--- src/logic/mcbl_consts.vh ---
// Purpose: Shared constants for the microcore branch and load execution unit.
// Assumes: 16-bit instruction words, 10-bit code addresses.
// Notes: Opcode patterns are compared against masked instruction words.
`ifndef MCBL_CONSTS_VH
`define MCBL_CONSTS_VH

// ----------------------------------------------------------------------------
// Status register offsets
// ----------------------------------------------------------------------------
`define MCBL_CORE0_STATUS_A 9'h105
`define MCBL_CORE1_STATUS_A 9'h106
`define MCBL_CORE0_STATUS_B 9'h125
`define MCBL_CORE1_STATUS_B 9'h126
`define MCBL_CORE0_STATUS_C 9'h145
`define MCBL_CORE1_STATUS_C 9'h146
`define MCBL_STATUS_RESET 16'h0000

// ----------------------------------------------------------------------------
// Opcode masks and patterns
// ----------------------------------------------------------------------------
`define MCBL_JSRR_MASK 16'hFC00
`define MCBL_JSRR_PAT 16'h3000
`define MCBL_JTSF_MASK 16'hFFF7
`define MCBL_JTSF_PAT 16'h39B5
`define MCBL_JTSR_MASK 16'hFFE0
`define MCBL_JTSR_PAT 16'h2F20
`define MCBL_LDCA_MASK 16'hE007
`define MCBL_LDCA_PAT 16'hA004
`define MCBL_LDCD_MASK 16'hC000
`define MCBL_LDCD_PAT 16'hC000
`define MCBL_LDIRH_MASK 16'hF803
`define MCBL_LDIRH_PAT 16'h3803
`define MCBL_LDIRL_MASK 16'hF803
`define MCBL_LDIRL_PAT 16'h3802

// ----------------------------------------------------------------------------
// Field positions
// ----------------------------------------------------------------------------
`define MCBL_DEST_MSB 4
`define MCBL_POL_BIT 9
`define MCBL_STATUS_BIT_SELECT_MSB 8
`define MCBL_STATUS_BIT_SELECT_LSB 5
`define MCBL_JREG_BIT 3
`define MCBL_LDCA_RST_BIT 12
`define MCBL_LDCD_RST_BIT 13
`define MCBL_LDCD_OFS_BIT 12
`define MCBL_SH1_MSB 11
`define MCBL_SH1_LSB 10
`define MCBL_SH2_MSB 9
`define MCBL_SH2_LSB 8
`define MCBL_LDCA_EOC_MSB 7
`define MCBL_LDCA_EOC_LSB 6
`define MCBL_LDCD_DRAM_MSB 7
`define MCBL_LDCD_DRAM_LSB 2
`define MCBL_LDCD_EOC_MSB 1
`define MCBL_LDCD_EOC_LSB 0
`define MCBL_IRB_CLR_BIT 10
`define MCBL_IRB_MSB 9
`define MCBL_IRB_LSB 2

// ----------------------------------------------------------------------------
// Shortcut codes
// ----------------------------------------------------------------------------
`define MCBL_SC_KEEP 2'h0
`define MCBL_SC_OFF 2'h1
`define MCBL_SC_ON 2'h2
`define MCBL_SC_TOGGLE 2'h3

`endif

--- src/logic/mcbl_exec.v ---
// Purpose: Executes relative status branches, subroutine calls, count-limit
//   loads and immediate byte loads for one microcore.
// Assumes: The fetch side presents one instruction with instr_valid and holds
//   it while stall_ff is high. Data RAM answers in the same cycle as dram_rd_ff.
// Notes: Unrecognised instructions simply advance the program counter.
`timescale 1ns/1ps
`include "mcbl_consts.vh"

module mcbl_exec #(
  parameter PC_W = 10,
  parameter DATA_W = 16,
  parameter DRAM_W = 6
) (
  // Clock and reset
  input wire clk,
  input wire reset,
  // Instruction issue
  input wire instr_valid,
  input wire [15:0] instr,
  input wire core_sel,
  output reg stall_ff,
  output reg [PC_W-1:0] micro_program_counter_ff,
  output reg [PC_W-1:0] return_address_ff,
  // Operand sources
  input wire [PC_W-1:0] jump_target_reg_a,
  input wire [PC_W-1:0] jump_target_reg_b,
  input wire [DATA_W-1:0] source_operand,
  input wire [DRAM_W-1:0] index_base,
  // Data RAM read port
  output reg dram_rd_ff,
  output reg [DRAM_W-1:0] dram_addr_ff,
  input wire [DATA_W-1:0] dram_rdata,
  // Count limits and counter clears
  output reg [DATA_W-1:0] count_limit_1_ff,
  output reg [DATA_W-1:0] count_limit_2_ff,
  output reg [DATA_W-1:0] count_limit_3_ff,
  output reg [DATA_W-1:0] count_limit_4_ff,
  output reg [3:0] count_clear_ff,
  // Output diagnosis shortcuts
  output reg output_link_a_ff,
  output reg output_link_b_ff,
  // Immediate register
  output reg [DATA_W-1:0] immediate_word_ff,
  // Status register port
  input wire [8:0] reg_addr,
  input wire reg_wr,
  input wire [DATA_W-1:0] reg_wdata,
  output reg [DATA_W-1:0] reg_rdata_ff
);

  // --------------------------------------------------------------------------
  // Helper functions
  // --------------------------------------------------------------------------
  function [PC_W-1:0] rel_target;
    input [PC_W-1:0] base;
    input [4:0] ofs;
    begin
      rel_target = base + {{(PC_W-5){ofs[4]}}, ofs};
    end
  endfunction

  function shortcut;
    input cur;
    input [1:0] code;
    begin
      case (code)
        `MCBL_SC_KEEP: shortcut = cur;
        `MCBL_SC_OFF: shortcut = 1'b0;
        `MCBL_SC_ON: shortcut = 1'b1;
        `MCBL_SC_TOGGLE: shortcut = ~cur;
        default: shortcut = cur;
      endcase
    end
  endfunction

  function is_op;
    input [15:0] word;
    input [15:0] mask;
    input [15:0] pat;
    begin
      is_op = (word & mask) == pat;
    end
  endfunction

  // --------------------------------------------------------------------------
  // State and decode
  // --------------------------------------------------------------------------
  localparam ST_IDLE = 1'b0;
  localparam ST_WAIT = 1'b1;

  reg state_ff;
  reg nxt_state;
  reg [1:0] pend_eoc_ff;
  reg [1:0] nxt_pend_eoc;
  reg pend_rst_ff;
  reg nxt_pend_rst;
  reg [DATA_W-1:0] status0_ff;
  reg [DATA_W-1:0] status1_ff;

  reg [PC_W-1:0] nxt_pc;
  reg [PC_W-1:0] nxt_ret;
  reg nxt_stall;
  reg nxt_dram_rd;
  reg [DRAM_W-1:0] nxt_dram_addr;
  reg [DATA_W-1:0] nxt_lim1;
  reg [DATA_W-1:0] nxt_lim2;
  reg [DATA_W-1:0] nxt_lim3;
  reg [DATA_W-1:0] nxt_lim4;
  reg [3:0] nxt_clear;
  reg nxt_link_a;
  reg nxt_link_b;
  reg [DATA_W-1:0] nxt_imm;
  reg [DATA_W-1:0] nxt_rdata;

  wire take = instr_valid && (state_ff == ST_IDLE);
  wire [DATA_W-1:0] cur_status = core_sel ? status1_ff : status0_ff;
  wire sel_bit = cur_status[instr[`MCBL_STATUS_BIT_SELECT_MSB:`MCBL_STATUS_BIT_SELECT_LSB]];
  wire cond_true = (sel_bit == instr[`MCBL_POL_BIT]);
  wire [4:0] dest = instr[`MCBL_DEST_MSB:0];
  wire [PC_W-1:0] pc_next = micro_program_counter_ff + {{(PC_W-1){1'b0}}, 1'b1};
  wire [DRAM_W-1:0] dram_field = instr[`MCBL_LDCD_DRAM_MSB:`MCBL_LDCD_DRAM_LSB];
  wire [7:0] byte_operand = instr[`MCBL_IRB_MSB:`MCBL_IRB_LSB];
  wire clr_other = instr[`MCBL_IRB_CLR_BIT];

  // --------------------------------------------------------------------------
  // Next-state logic
  // --------------------------------------------------------------------------
  always @* begin
    nxt_state = state_ff;
    nxt_pend_eoc = pend_eoc_ff;
    nxt_pend_rst = pend_rst_ff;
    nxt_pc = micro_program_counter_ff;
    nxt_ret = return_address_ff;
    nxt_stall = 1'b0;
    nxt_dram_rd = 1'b0;
    nxt_dram_addr = dram_addr_ff;
    nxt_lim1 = count_limit_1_ff;
    nxt_lim2 = count_limit_2_ff;
    nxt_lim3 = count_limit_3_ff;
    nxt_lim4 = count_limit_4_ff;
    nxt_clear = 4'h0;
    nxt_link_a = output_link_a_ff;
    nxt_link_b = output_link_b_ff;
    nxt_imm = immediate_word_ff;
    case (state_ff)
      ST_IDLE: begin
        if (take) begin
          nxt_pc = pc_next;
          if (is_op(instr, `MCBL_JSRR_MASK, `MCBL_JSRR_PAT)) begin
            if (cond_true) begin
              nxt_pc = rel_target(micro_program_counter_ff, dest);
            end else begin
              nxt_pc = pc_next;
            end
          end else if (is_op(instr, `MCBL_JTSF_MASK, `MCBL_JTSF_PAT)) begin
            nxt_ret = micro_program_counter_ff;
            nxt_pc = instr[`MCBL_JREG_BIT] ? jump_target_reg_b : jump_target_reg_a;
          end else if (is_op(instr, `MCBL_JTSR_MASK, `MCBL_JTSR_PAT)) begin
            nxt_ret = micro_program_counter_ff;
            nxt_pc = rel_target(micro_program_counter_ff, dest);
          end else if (is_op(instr, `MCBL_LDCA_MASK, `MCBL_LDCA_PAT)) begin
            case (instr[`MCBL_LDCA_EOC_MSB:`MCBL_LDCA_EOC_LSB])
              2'h0: nxt_lim1 = source_operand;
              2'h1: nxt_lim2 = source_operand;
              2'h2: nxt_lim3 = source_operand;
              default: nxt_lim4 = source_operand;
            endcase
            if (instr[`MCBL_LDCA_RST_BIT]) begin
              nxt_clear[instr[`MCBL_LDCA_EOC_MSB:`MCBL_LDCA_EOC_LSB]] = 1'b1;
            end
            nxt_link_a = shortcut(output_link_a_ff, instr[`MCBL_SH1_MSB:`MCBL_SH1_LSB]);
            nxt_link_b = shortcut(output_link_b_ff, instr[`MCBL_SH2_MSB:`MCBL_SH2_LSB]);
          end else if (is_op(instr, `MCBL_LDCD_MASK, `MCBL_LDCD_PAT)) begin
            nxt_dram_rd = 1'b1;
            if (instr[`MCBL_LDCD_OFS_BIT]) begin
              nxt_dram_addr = dram_field + index_base;
            end else begin
              nxt_dram_addr = dram_field;
            end
            nxt_pend_eoc = instr[`MCBL_LDCD_EOC_MSB:`MCBL_LDCD_EOC_LSB];
            nxt_pend_rst = instr[`MCBL_LDCD_RST_BIT];
            nxt_link_a = shortcut(output_link_a_ff, instr[`MCBL_SH1_MSB:`MCBL_SH1_LSB]);
            nxt_link_b = shortcut(output_link_b_ff, instr[`MCBL_SH2_MSB:`MCBL_SH2_LSB]);
            nxt_stall = 1'b1;
            nxt_state = ST_WAIT;
          end else if (is_op(instr, `MCBL_LDIRH_MASK, `MCBL_LDIRH_PAT)) begin
            nxt_imm = {byte_operand, clr_other ? 8'h00 : immediate_word_ff[7:0]};
          end else if (is_op(instr, `MCBL_LDIRL_MASK, `MCBL_LDIRL_PAT)) begin
            nxt_imm = {clr_other ? 8'h00 : immediate_word_ff[15:8], byte_operand};
          end
        end
      end
      ST_WAIT: begin
        case (pend_eoc_ff)
          2'h0: nxt_lim1 = dram_rdata;
          2'h1: nxt_lim2 = dram_rdata;
          2'h2: nxt_lim3 = dram_rdata;
          default: nxt_lim4 = dram_rdata;
        endcase
        if (pend_rst_ff) begin
          nxt_clear[pend_eoc_ff] = 1'b1;
        end
        nxt_state = ST_IDLE;
      end
      default: begin
        nxt_state = ST_IDLE;
      end
    endcase
  end

  // --------------------------------------------------------------------------
  // Status register port
  // --------------------------------------------------------------------------
  always @* begin
    case (reg_addr)
      `MCBL_CORE0_STATUS_A, `MCBL_CORE0_STATUS_B, `MCBL_CORE0_STATUS_C: begin
        nxt_rdata = status0_ff;
      end
      `MCBL_CORE1_STATUS_A, `MCBL_CORE1_STATUS_B, `MCBL_CORE1_STATUS_C: begin
        nxt_rdata = status1_ff;
      end
      default: begin
        nxt_rdata = {DATA_W{1'b0}};
      end
    endcase
  end

  always @(posedge clk or posedge reset) begin
    if (reset) begin
      status0_ff <= `MCBL_STATUS_RESET;
      status1_ff <= `MCBL_STATUS_RESET;
      reg_rdata_ff <= {DATA_W{1'b0}};
    end else begin
      reg_rdata_ff <= nxt_rdata;
      if (reg_wr) begin
        case (reg_addr)
          `MCBL_CORE0_STATUS_A, `MCBL_CORE0_STATUS_B, `MCBL_CORE0_STATUS_C: begin
            status0_ff <= reg_wdata;
          end
          `MCBL_CORE1_STATUS_A, `MCBL_CORE1_STATUS_B, `MCBL_CORE1_STATUS_C: begin
            status1_ff <= reg_wdata;
          end
          default: begin
            status0_ff <= status0_ff;
          end
        endcase
      end
    end
  end

  // --------------------------------------------------------------------------
  // Execution registers
  // --------------------------------------------------------------------------
  always @(posedge clk or posedge reset) begin
    if (reset) begin
      state_ff <= ST_IDLE;
      pend_eoc_ff <= 2'h0;
      pend_rst_ff <= 1'b0;
      micro_program_counter_ff <= {PC_W{1'b0}};
      return_address_ff <= {PC_W{1'b0}};
      stall_ff <= 1'b0;
      dram_rd_ff <= 1'b0;
      dram_addr_ff <= {DRAM_W{1'b0}};
      count_limit_1_ff <= {DATA_W{1'b0}};
      count_limit_2_ff <= {DATA_W{1'b0}};
      count_limit_3_ff <= {DATA_W{1'b0}};
      count_limit_4_ff <= {DATA_W{1'b0}};
      count_clear_ff <= 4'h0;
      output_link_a_ff <= 1'b0;
      output_link_b_ff <= 1'b0;
      immediate_word_ff <= {DATA_W{1'b0}};
    end else begin
      state_ff <= nxt_state;
      pend_eoc_ff <= nxt_pend_eoc;
      pend_rst_ff <= nxt_pend_rst;
      micro_program_counter_ff <= nxt_pc;
      return_address_ff <= nxt_ret;
      stall_ff <= nxt_stall;
      dram_rd_ff <= nxt_dram_rd;
      dram_addr_ff <= nxt_dram_addr;
      count_limit_1_ff <= nxt_lim1;
      count_limit_2_ff <= nxt_lim2;
      count_limit_3_ff <= nxt_lim3;
      count_limit_4_ff <= nxt_lim4;
      count_clear_ff <= nxt_clear;
      output_link_a_ff <= nxt_link_a;
      output_link_b_ff <= nxt_link_b;
      immediate_word_ff <= nxt_imm;
    end
  end

endmodule

--- config.mk ---
export PLATFORM = sky130hd
export DESIGN_NAME = mcbl_exec
export DESIGN_NICKNAME = d
export VERILOG_FILES = /design/src/logic/mcbl_exec.v
export VERILOG_INCLUDE_DIRS = /design/src /design/src/logic
export SDC_FILE = /design/constraint.sdc
export NUM_CORES = 1
export LEC_CHECK = 0
export CAP_MARGIN = 20
export CELL_PAD_IN_SITES_DETAIL_PLACEMENT = 0
export CELL_PAD_IN_SITES_GLOBAL_PLACEMENT = 1
export CORE_MARGIN = 5
export CORE_UTILIZATION = 52
export CTS_BUF_LIST = sky130_fd_sc_hd__clkbuf_4 sky130_fd_sc_hd__clkbuf_8
export DETAILED_ROUTE_END_ITERATION = 8
export DONT_BUFFER_PORTS = 1
export GPL_TIMING_DRIVEN = 0
export HOLD_SLACK_MARGIN = 0.08
export PLACE_DENSITY_LB_ADDON = 0.3
export REMOVE_ABC_BUFFERS = 1
export SLEW_MARGIN = 10
export SYNTH_ARGS = -nofsm -noshare
export SYNTH_HDL_FRONTEND = slang
export SYNTH_SLANG_ARGS = --single-unit
--- constraint.sdc ---
create_clock -name clk -period 6.75 [get_ports clk]
set_input_delay 0.3375 -clock clk [delete_from_list [all_inputs] [get_ports clk]]
set_output_delay 0.3375 -clock clk [all_outputs]
set_load 0.02 [all_outputs]
==> flow_summary.json, run 1 <==
{
  "totalWireLength_mm": 20.6,
  "synth_top_cell_area_share_pct": 51.0,
  "clk_latency_ns": 0.45,
  "clk_path_buf_depth": 2,
  "rsz0062_at_grt": "no",
  "crit_start": "dram_rd_ff$_DFF_PP0_",
  "async_flop_share_pct": 100,
  "ioPinCount": 234,
  "slew_violations": 0,
  "via_per_inst": 6.20,
  "path_cells": "nor2b_1, nand3b_1, nor3_1, or2_2, a21oi_1, a31oi_1, dlygate4sd3_1",
  "area.growth.synth_to_final_pct": 12.0,
  "setup_viol": 0,
  "grt-busiest-layer": "met2",
  "root_buffer": "clkbuf_8",
  "grt_use_met2_pct": 37.2,
  "drive_gt1_share_pct": 26.0,
  "rows": 45,
  "synth.largest_area_cell": "dfrtp_1",
  "relSlewSlack_pct": 32.3,
  "slowest_delay_ns": 0.86,
  "drv_cap": 0,
  "antenna_found_initial": 0,
  "cp-end-kind": "register",
  "tightest_slew_ns": 1.01,
  "synthMostInstantiatedCell": "dfrtp_1",
  "yosysSeqAreaShare_pct": 51.0,
  "numPortBuffers": 0,
  "critical_path.max_fanout": 13,
  "drtIter0Drc": 295,
  "antenna_left": 0,
  "start_util_pct": 53.0,
  "vias": 5497,
  "critical_path_class": "reg2reg",
  "gr-usage-met1_pct": 27.8,
  "peakVddDrop_mv": 0.203,
  "die-area_um2": 18100,
  "drt_pass1_iterations": 5,
  "finalNetCount": 808,
  "grt_pass1_vias": 5920,
  "worstHoldStart": "instr[2]",
  "arrival_ns": 3.95,
  "dp_slack_ns": 3.30,
  "postCtsSetupRepairBufs": 0,
  "fp.coreArea_um2": 15200,
  "grtUsageTotal_pct": 22.8,
  "setup_tns_ns": 0,
  "crit_path_start_kind": "register",
  "period_share_pct": 53.0,
  "crit_required_ns": 7.13,
  "synth_area_um2": 8050,
  "tritoncts": "built",
  "overflow": 0,
  "final-hold-violation-count": 0,
  "grt_max_degree": 87,
  "numCtsBuffers": 17,
  "yosys_warnings": 0,
  "swShare_pct": 36.2,
  "total_power_uw": 3040,
  "pwr-share-clk_pct": 25.9,
  "min_path_type": "in2reg",
  "period_minus_slack_ns": 3.58,
  "pwr_density_cell_nw_per_um2": 337,
  "hpwl_mm": 14.7,
  "synth.area.top_cells": "dfrtp_1 51%, mux2_2 18%, mux2i_1 3.9%",
  "synth.distinct_cells": 69,
  "max_freq_mhz": 280,
  "whs_ns": 0.108,
  "avgSynthCellArea_um2": 12.2,
  "die_w_um": 134,
  "clkSinkCount": 164,
  "htreeDepth": 4,
  "grt_pass1_wl_mm": 32.5,
  "p_leak_uw": 0.00410,
  "skew_ns": 0.0105,
  "pwr-share-comb_pct": 19.3,
  "wl_per_cell_um": 23.2,
  "slowest_stage": "nor2b_1",
  "syn_inst": 662,
  "clk_pin_slew_ns": 0.09,
  "drcViolationCount": 0,
  "grt_use_met3_pct": 8.27,
  "status": "finished, final reports clean",
  "rr_startpoint": "dram_rd_ff$_DFF_PP0_",
  "place_congestion": 0.833,
  "synth-edff-count": 0,
  "num_antenna_cells": 0,
  "yosys-top-cells-count": "164 x dfrtp_1, 126 x mux2_2, 51 x nand2_1, 31 x mux2i_1, 28 x nor2_1",
  "fin_ws_ns": 3.17,
  "nFillCells": 1260,
  "ys_seq_elements": 164,
  "seq_power_share_pct": 54.8,
  "p_switching_uw": 1100,
  "synth_flop_cell": "dfrtp_1",
  "die_h_um": 134,
  "p_int_uw": 1940
}
worst paths after layout:
kind,endpoint,slack (ns),cells after the start
max,output_link_a_ff$_DFFE_PP0P_,3.17,7
min,dram_addr_ff[0]$_DFFE_PP0P_,0.11,2
max reg2reg,output_link_a_ff$_DFFE_PP0P_,3.17,7
min reg2reg,reg_rdata_ff[10]$_DFF_PP0_,0.52,1
max in group asynchronous,immediate_word_ff[7]$_DFFE_PP0P_,5.51,3
min in group asynchronous,count_limit_1_ff[10]$_DFFE_PP0P_,0.46,2
per-stage QoR:
step,util [%],instance area [µm²],cells
after floorplan,-,7910,631
after global placement,53.6,8140,819
after detailed placement,54.5,8290,827
after CTS,59.3,9020,887
after global routing,59.3,9020,887
final,59.3,9020,887
what timing repair did:
item | in CTS | in global routing
hold buffers | 29 | 0
gates resized for setup | 0 | 0
endpoints found under the hold margin | 126 | 0
cells by family after synthesis:
group           Yosys count  synth area share (%)
fa+ha+maj                17                  2.83
mux                     160                  21.9
compound gates          120                  10.7
buf+inv                  43                  2.39
flops                   164                  51.0
simple gates            135                  8.50
xor+xnor                 23                  2.73
registers in the layout, summed over array words and instances (netlist names):
| name | count |
|---|---|
| count_limit_1_ff | 16 |
| immediate_word_ff | 16 |
| output_link_b_ff | 1 |
| dram_addr_ff | 6 |
| status0_ff | 16 |
| count_limit_4_ff | 16 |
| pend_rst_ff | 1 |
| reg_rdata_ff | 16 |
| count_limit_3_ff | 16 |
| output_link_a_ff | 1 |
| count_clear_ff | 4 |
| count_limit_2_ff | 16 |
| return_address_ff | 10 |
| status1_ff | 16 |
| dram_rd_ff | 1 |
| pend_eoc_ff | 2 |
| micro_program_counter_ff | 10 |
routing by layer:
metal	up-vias	share of wire [%]
met2	234	48
met5	-	0
li1	2473	-
met1	2751	40
met4	0	2.9
met3	39	9.1
cell type report:
| type | count | area, µm² | area share (%) |
|---|---|---|---|
| Multi-Input combinational cell | 455 | 3780 | 41.9 |
| Timing Repair Buffer | 37 | 404 | 4.48 |
| Sequential cell | 164 | 4100 | 45.5 |
| Clock inverter | 11 | 178 | 1.97 |
| Inverter | 12 | 52.6 | 0.583 |
| Tap cell | 188 | 235 | 2.61 |
| Clock buffer | 20 | 263 | 2.91 |
worst max-delay path, delay by kind of cell, from the launching register on:
family / cells / cell delay [ns]
AO/OA/AOI/OAI: 2 / 0.24
buffers and inverters: 1 / 0.58
AND/OR/NAND/NOR: 4 / 2.10
flip-flops: 1 / 0.59
power by group through the flow:
stage	logic, µW	registers, µW	clock network (µW)
finish	588	1660	787
global route	654	1700	846
CTS	590	1670	800
detailed placement	565	1680	0
global placement	529	1680	0
floorplan	473	1590	0
cells in the final DEF (no fill, tap or decap), drive strengths merged, types with 6 or more instances in the layout:
cell type and instances:
a21oi 22, a22o 17, a31oi 10, and3 6
buf 8, clkbuf 20, clkinv 6, dfrtp 164
dlygate4sd3 29, ha 15, inv 11, mux2 129
mux2i 31, nand2 51, nand2b 7, nand3 6
nor2 30, nor2b 7, nor3 7, o21ai 22
o31ai 9, xnor2 16, xor2 7
Power figures use the tool's default switching activity.
==> run 2, diff against run 1 <==
- clock period: 6.75 -> 3.6 ns (I/O delays scaled with it)
==> run 2 against run 1 <==
Net effect:
- hold slack improved by 0.0067 ns
- critical endpoint is now count_clear_ff[0]$_DFF_PP0_
- sequential power increased by 88%
- flip-flop and latch count unchanged
- die area stayed put
- cell area is 4.8% higher
- routed wire length up 3.5%
- cell count is 4.8% higher
- utilization grew 2.8 points
==> flow_summary.json, run 2 (synthesis results as in run 1) <==
{
  "fin_ws_ns": 0.271,
  "grt_pass1_wl_mm": 33.5,
  "layout.cells.most_common_list": "164 x dfrtp_1, 126 x mux2_2, 72 x dlygate4sd3_1, 51 x nand2_1, 31 x mux2i_1",
  "arrival_ns": 3.71,
  "grtUsageTotal_pct": 23.6,
  "place_congestion": 0.833,
  "final_common_cell": "dfrtp_1",
  "antenna_found_initial": 0,
  "root_buffer": "clkbuf_8",
  "die-area_um2": 18100,
  "wl_per_cell_um": 22.9,
  "numPortBuffers": 0,
  "slowest_delay_ns": 0.78,
  "crit_required_ns": 3.98,
  "overflow": 0,
  "critPathBufInv": 1,
  "whs_ns": 0.115,
  "p_leak_uw": 0.00429,
  "start_util_pct": 53.0,
  "drt_pass1_iterations": 5,
  "reg2reg_depth": 6,
  "min_to": "immediate_word_ff[12]$_DFFE_PP0P_",
  "period_share_pct": 92.5,
  "finalNetCount": 851,
  "cp-end-kind": "register",
  "dp_slack_ns": 0.151,
  "crit_cells": 6,
  "crit_family": "simple AND/OR/NAND/NOR gates",
  "drcViolationCount": 0,
  "min_path_type": "in2reg",
  "htreeDepth": 4,
  "drtIter0Drc": 333,
  "rows": 45,
  "total_power_uw": 5750,
  "hpwl_mm": 14.7,
  "antenna_left": 0,
  "num_antenna_cells": 0,
  "via_per_inst": 6.14,
  "clk_path_buf_depth": 2,
  "tightest_slew_ns": 0.999,
  "critical_path.max_fanout": 13,
  "fp.coreArea_um2": 15200,
  "die_w_um": 134,
  "totalWireLength_mm": 21.3,
  "tritoncts": "built",
  "rsz0062_at_grt": "no",
  "nFillCells": 1187,
  "slew_violations": 0,
  "multi_input_area_um2": 3790,
  "status": "finished, final reports clean",
  "critical_path_class": "reg2reg",
  "pwr_density_cell_nw_per_um2": 609,
  "die_h_um": 134,
  "max_freq_mhz": 300,
  "clk_pin_slew_ns": 0.09,
  "r2r_setup_slack_ns": 0.27,
  "vias": 5710,
  "grt_pass1_vias": 6133,
  "path_cells": "nor2b_2, nand3b_1, nor3_1, nand2_1, o32ai_1, dlygate4sd3_1",
  "crit_path_start_kind": "register",
  "ioPinCount": 234,
  "area.growth.synth_to_final_pct": 17.4,
  "clk_latency_ns": 0.45,
  "slowest_stage": "nor3_1",
  "final-hold-violation-count": 0,
  "clkSinkCount": 164,
  "period_minus_slack_ns": 3.33,
  "relSlewSlack_pct": 32.9,
  "peakVddDrop_mv": 0.376,
  "setup_viol": 0,
  "numCtsBuffers": 17,
  "postCtsSetupRepairBufs": 0,
  "skew_ns": 0.00907,
  "rr_startpoint": "dram_rd_ff$_DFF_PP0_",
  "grt_max_degree": 87,
  "drive_gt1_share_pct": 24.7,
  "hold_depth": 2,
  "r2r-end": "count_clear_ff[0]$_DFF_PP0_",
  "worstHoldStart": "instr[0]",
  "seqCellArea_um2": 4100,
  "drv_cap": 0
}
==> run 2: report_power, final <==
group          switching (µW)  total [µW]  leakage (µW)  internal, µW
logic                     512        1150       0.00196           641
clock network             683        1480      0.000218           793
registers                 886        3120       0.00211          2240
total                    2080        5750       0.00429          3670
==> run 2: what timing repair did <==
action	4_1_cts	5_1_grt
endpoints found under the setup margin	0	24
hold buffers	72	0
endpoints found under the hold margin	212	0
gates resized for setup	0	1
==> run 2: metrics by stage <==
stage	cells	TNS, ns	util [%]	cell area (µm²)
after floorplan	631	-166.19	-	7910
after global placement	819	-428.13	53.6	8140
after detailed placement	827	0	54.5	8290
after CTS	930	0	62.2	9450
after global routing	930	0	62.2	9450
final	930	0	62.2	9450
==> run 2: area by class of cell <==
| type | instances | share of cell area (%) |
|---|---|---|
| repair buffers | 80 | 8.83 |
| multi-input cells | 455 | 40.1 |
| flip-flops and latches | 164 | 43.4 |
| clock inverters | 11 | 1.88 |
| well taps | 188 | 2.49 |
| inverters | 12 | 0.556 |
| clock buffers | 20 | 2.78 |
==> run 2: routing by layer <==
layer  track usage, %  up-vias  part of all wire, %
met5                0        -                    0
met4             8.77        0                  2.7
met3             9.20       39                   10
met2             39.4      274                   49
met1             27.8     2833                   38
li1                 -     2564                    -
==> run 2: worst reg2reg max path, cell delays in order, from the launching register on <==
cell           delay (ns)
dfrtp_1              0.59
nor2b_2              0.58
nand3b_1             0.15
nor3_1               0.78
nand2_1              0.28
o32ai_1              0.30
dlygate4sd3_1        0.60
==> run 2: worst max-delay path by stage <==
stage | slack, ns | endpoint | startpoint
after detailed placement | 0.15 | count_limit_2_ff[15]$_DFFE_PP0P_ | dram_rd_ff$_DFF_PP0_
after CTS | 0.06 | count_clear_ff[0]$_DFF_PP0_ | dram_rd_ff$_DFF_PP0_
after global placement | -2.40 | return_address_ff[4]$_DFFE_PP0P_ | reset
after global routing | 0.08 | count_clear_ff[0]$_DFF_PP0_ | dram_rd_ff$_DFF_PP0_
final | 0.27 | count_clear_ff[0]$_DFF_PP0_ | dram_rd_ff$_DFF_PP0_
after floorplan | -1.01 | count_clear_ff[0]$_DFF_PP0_ | reset
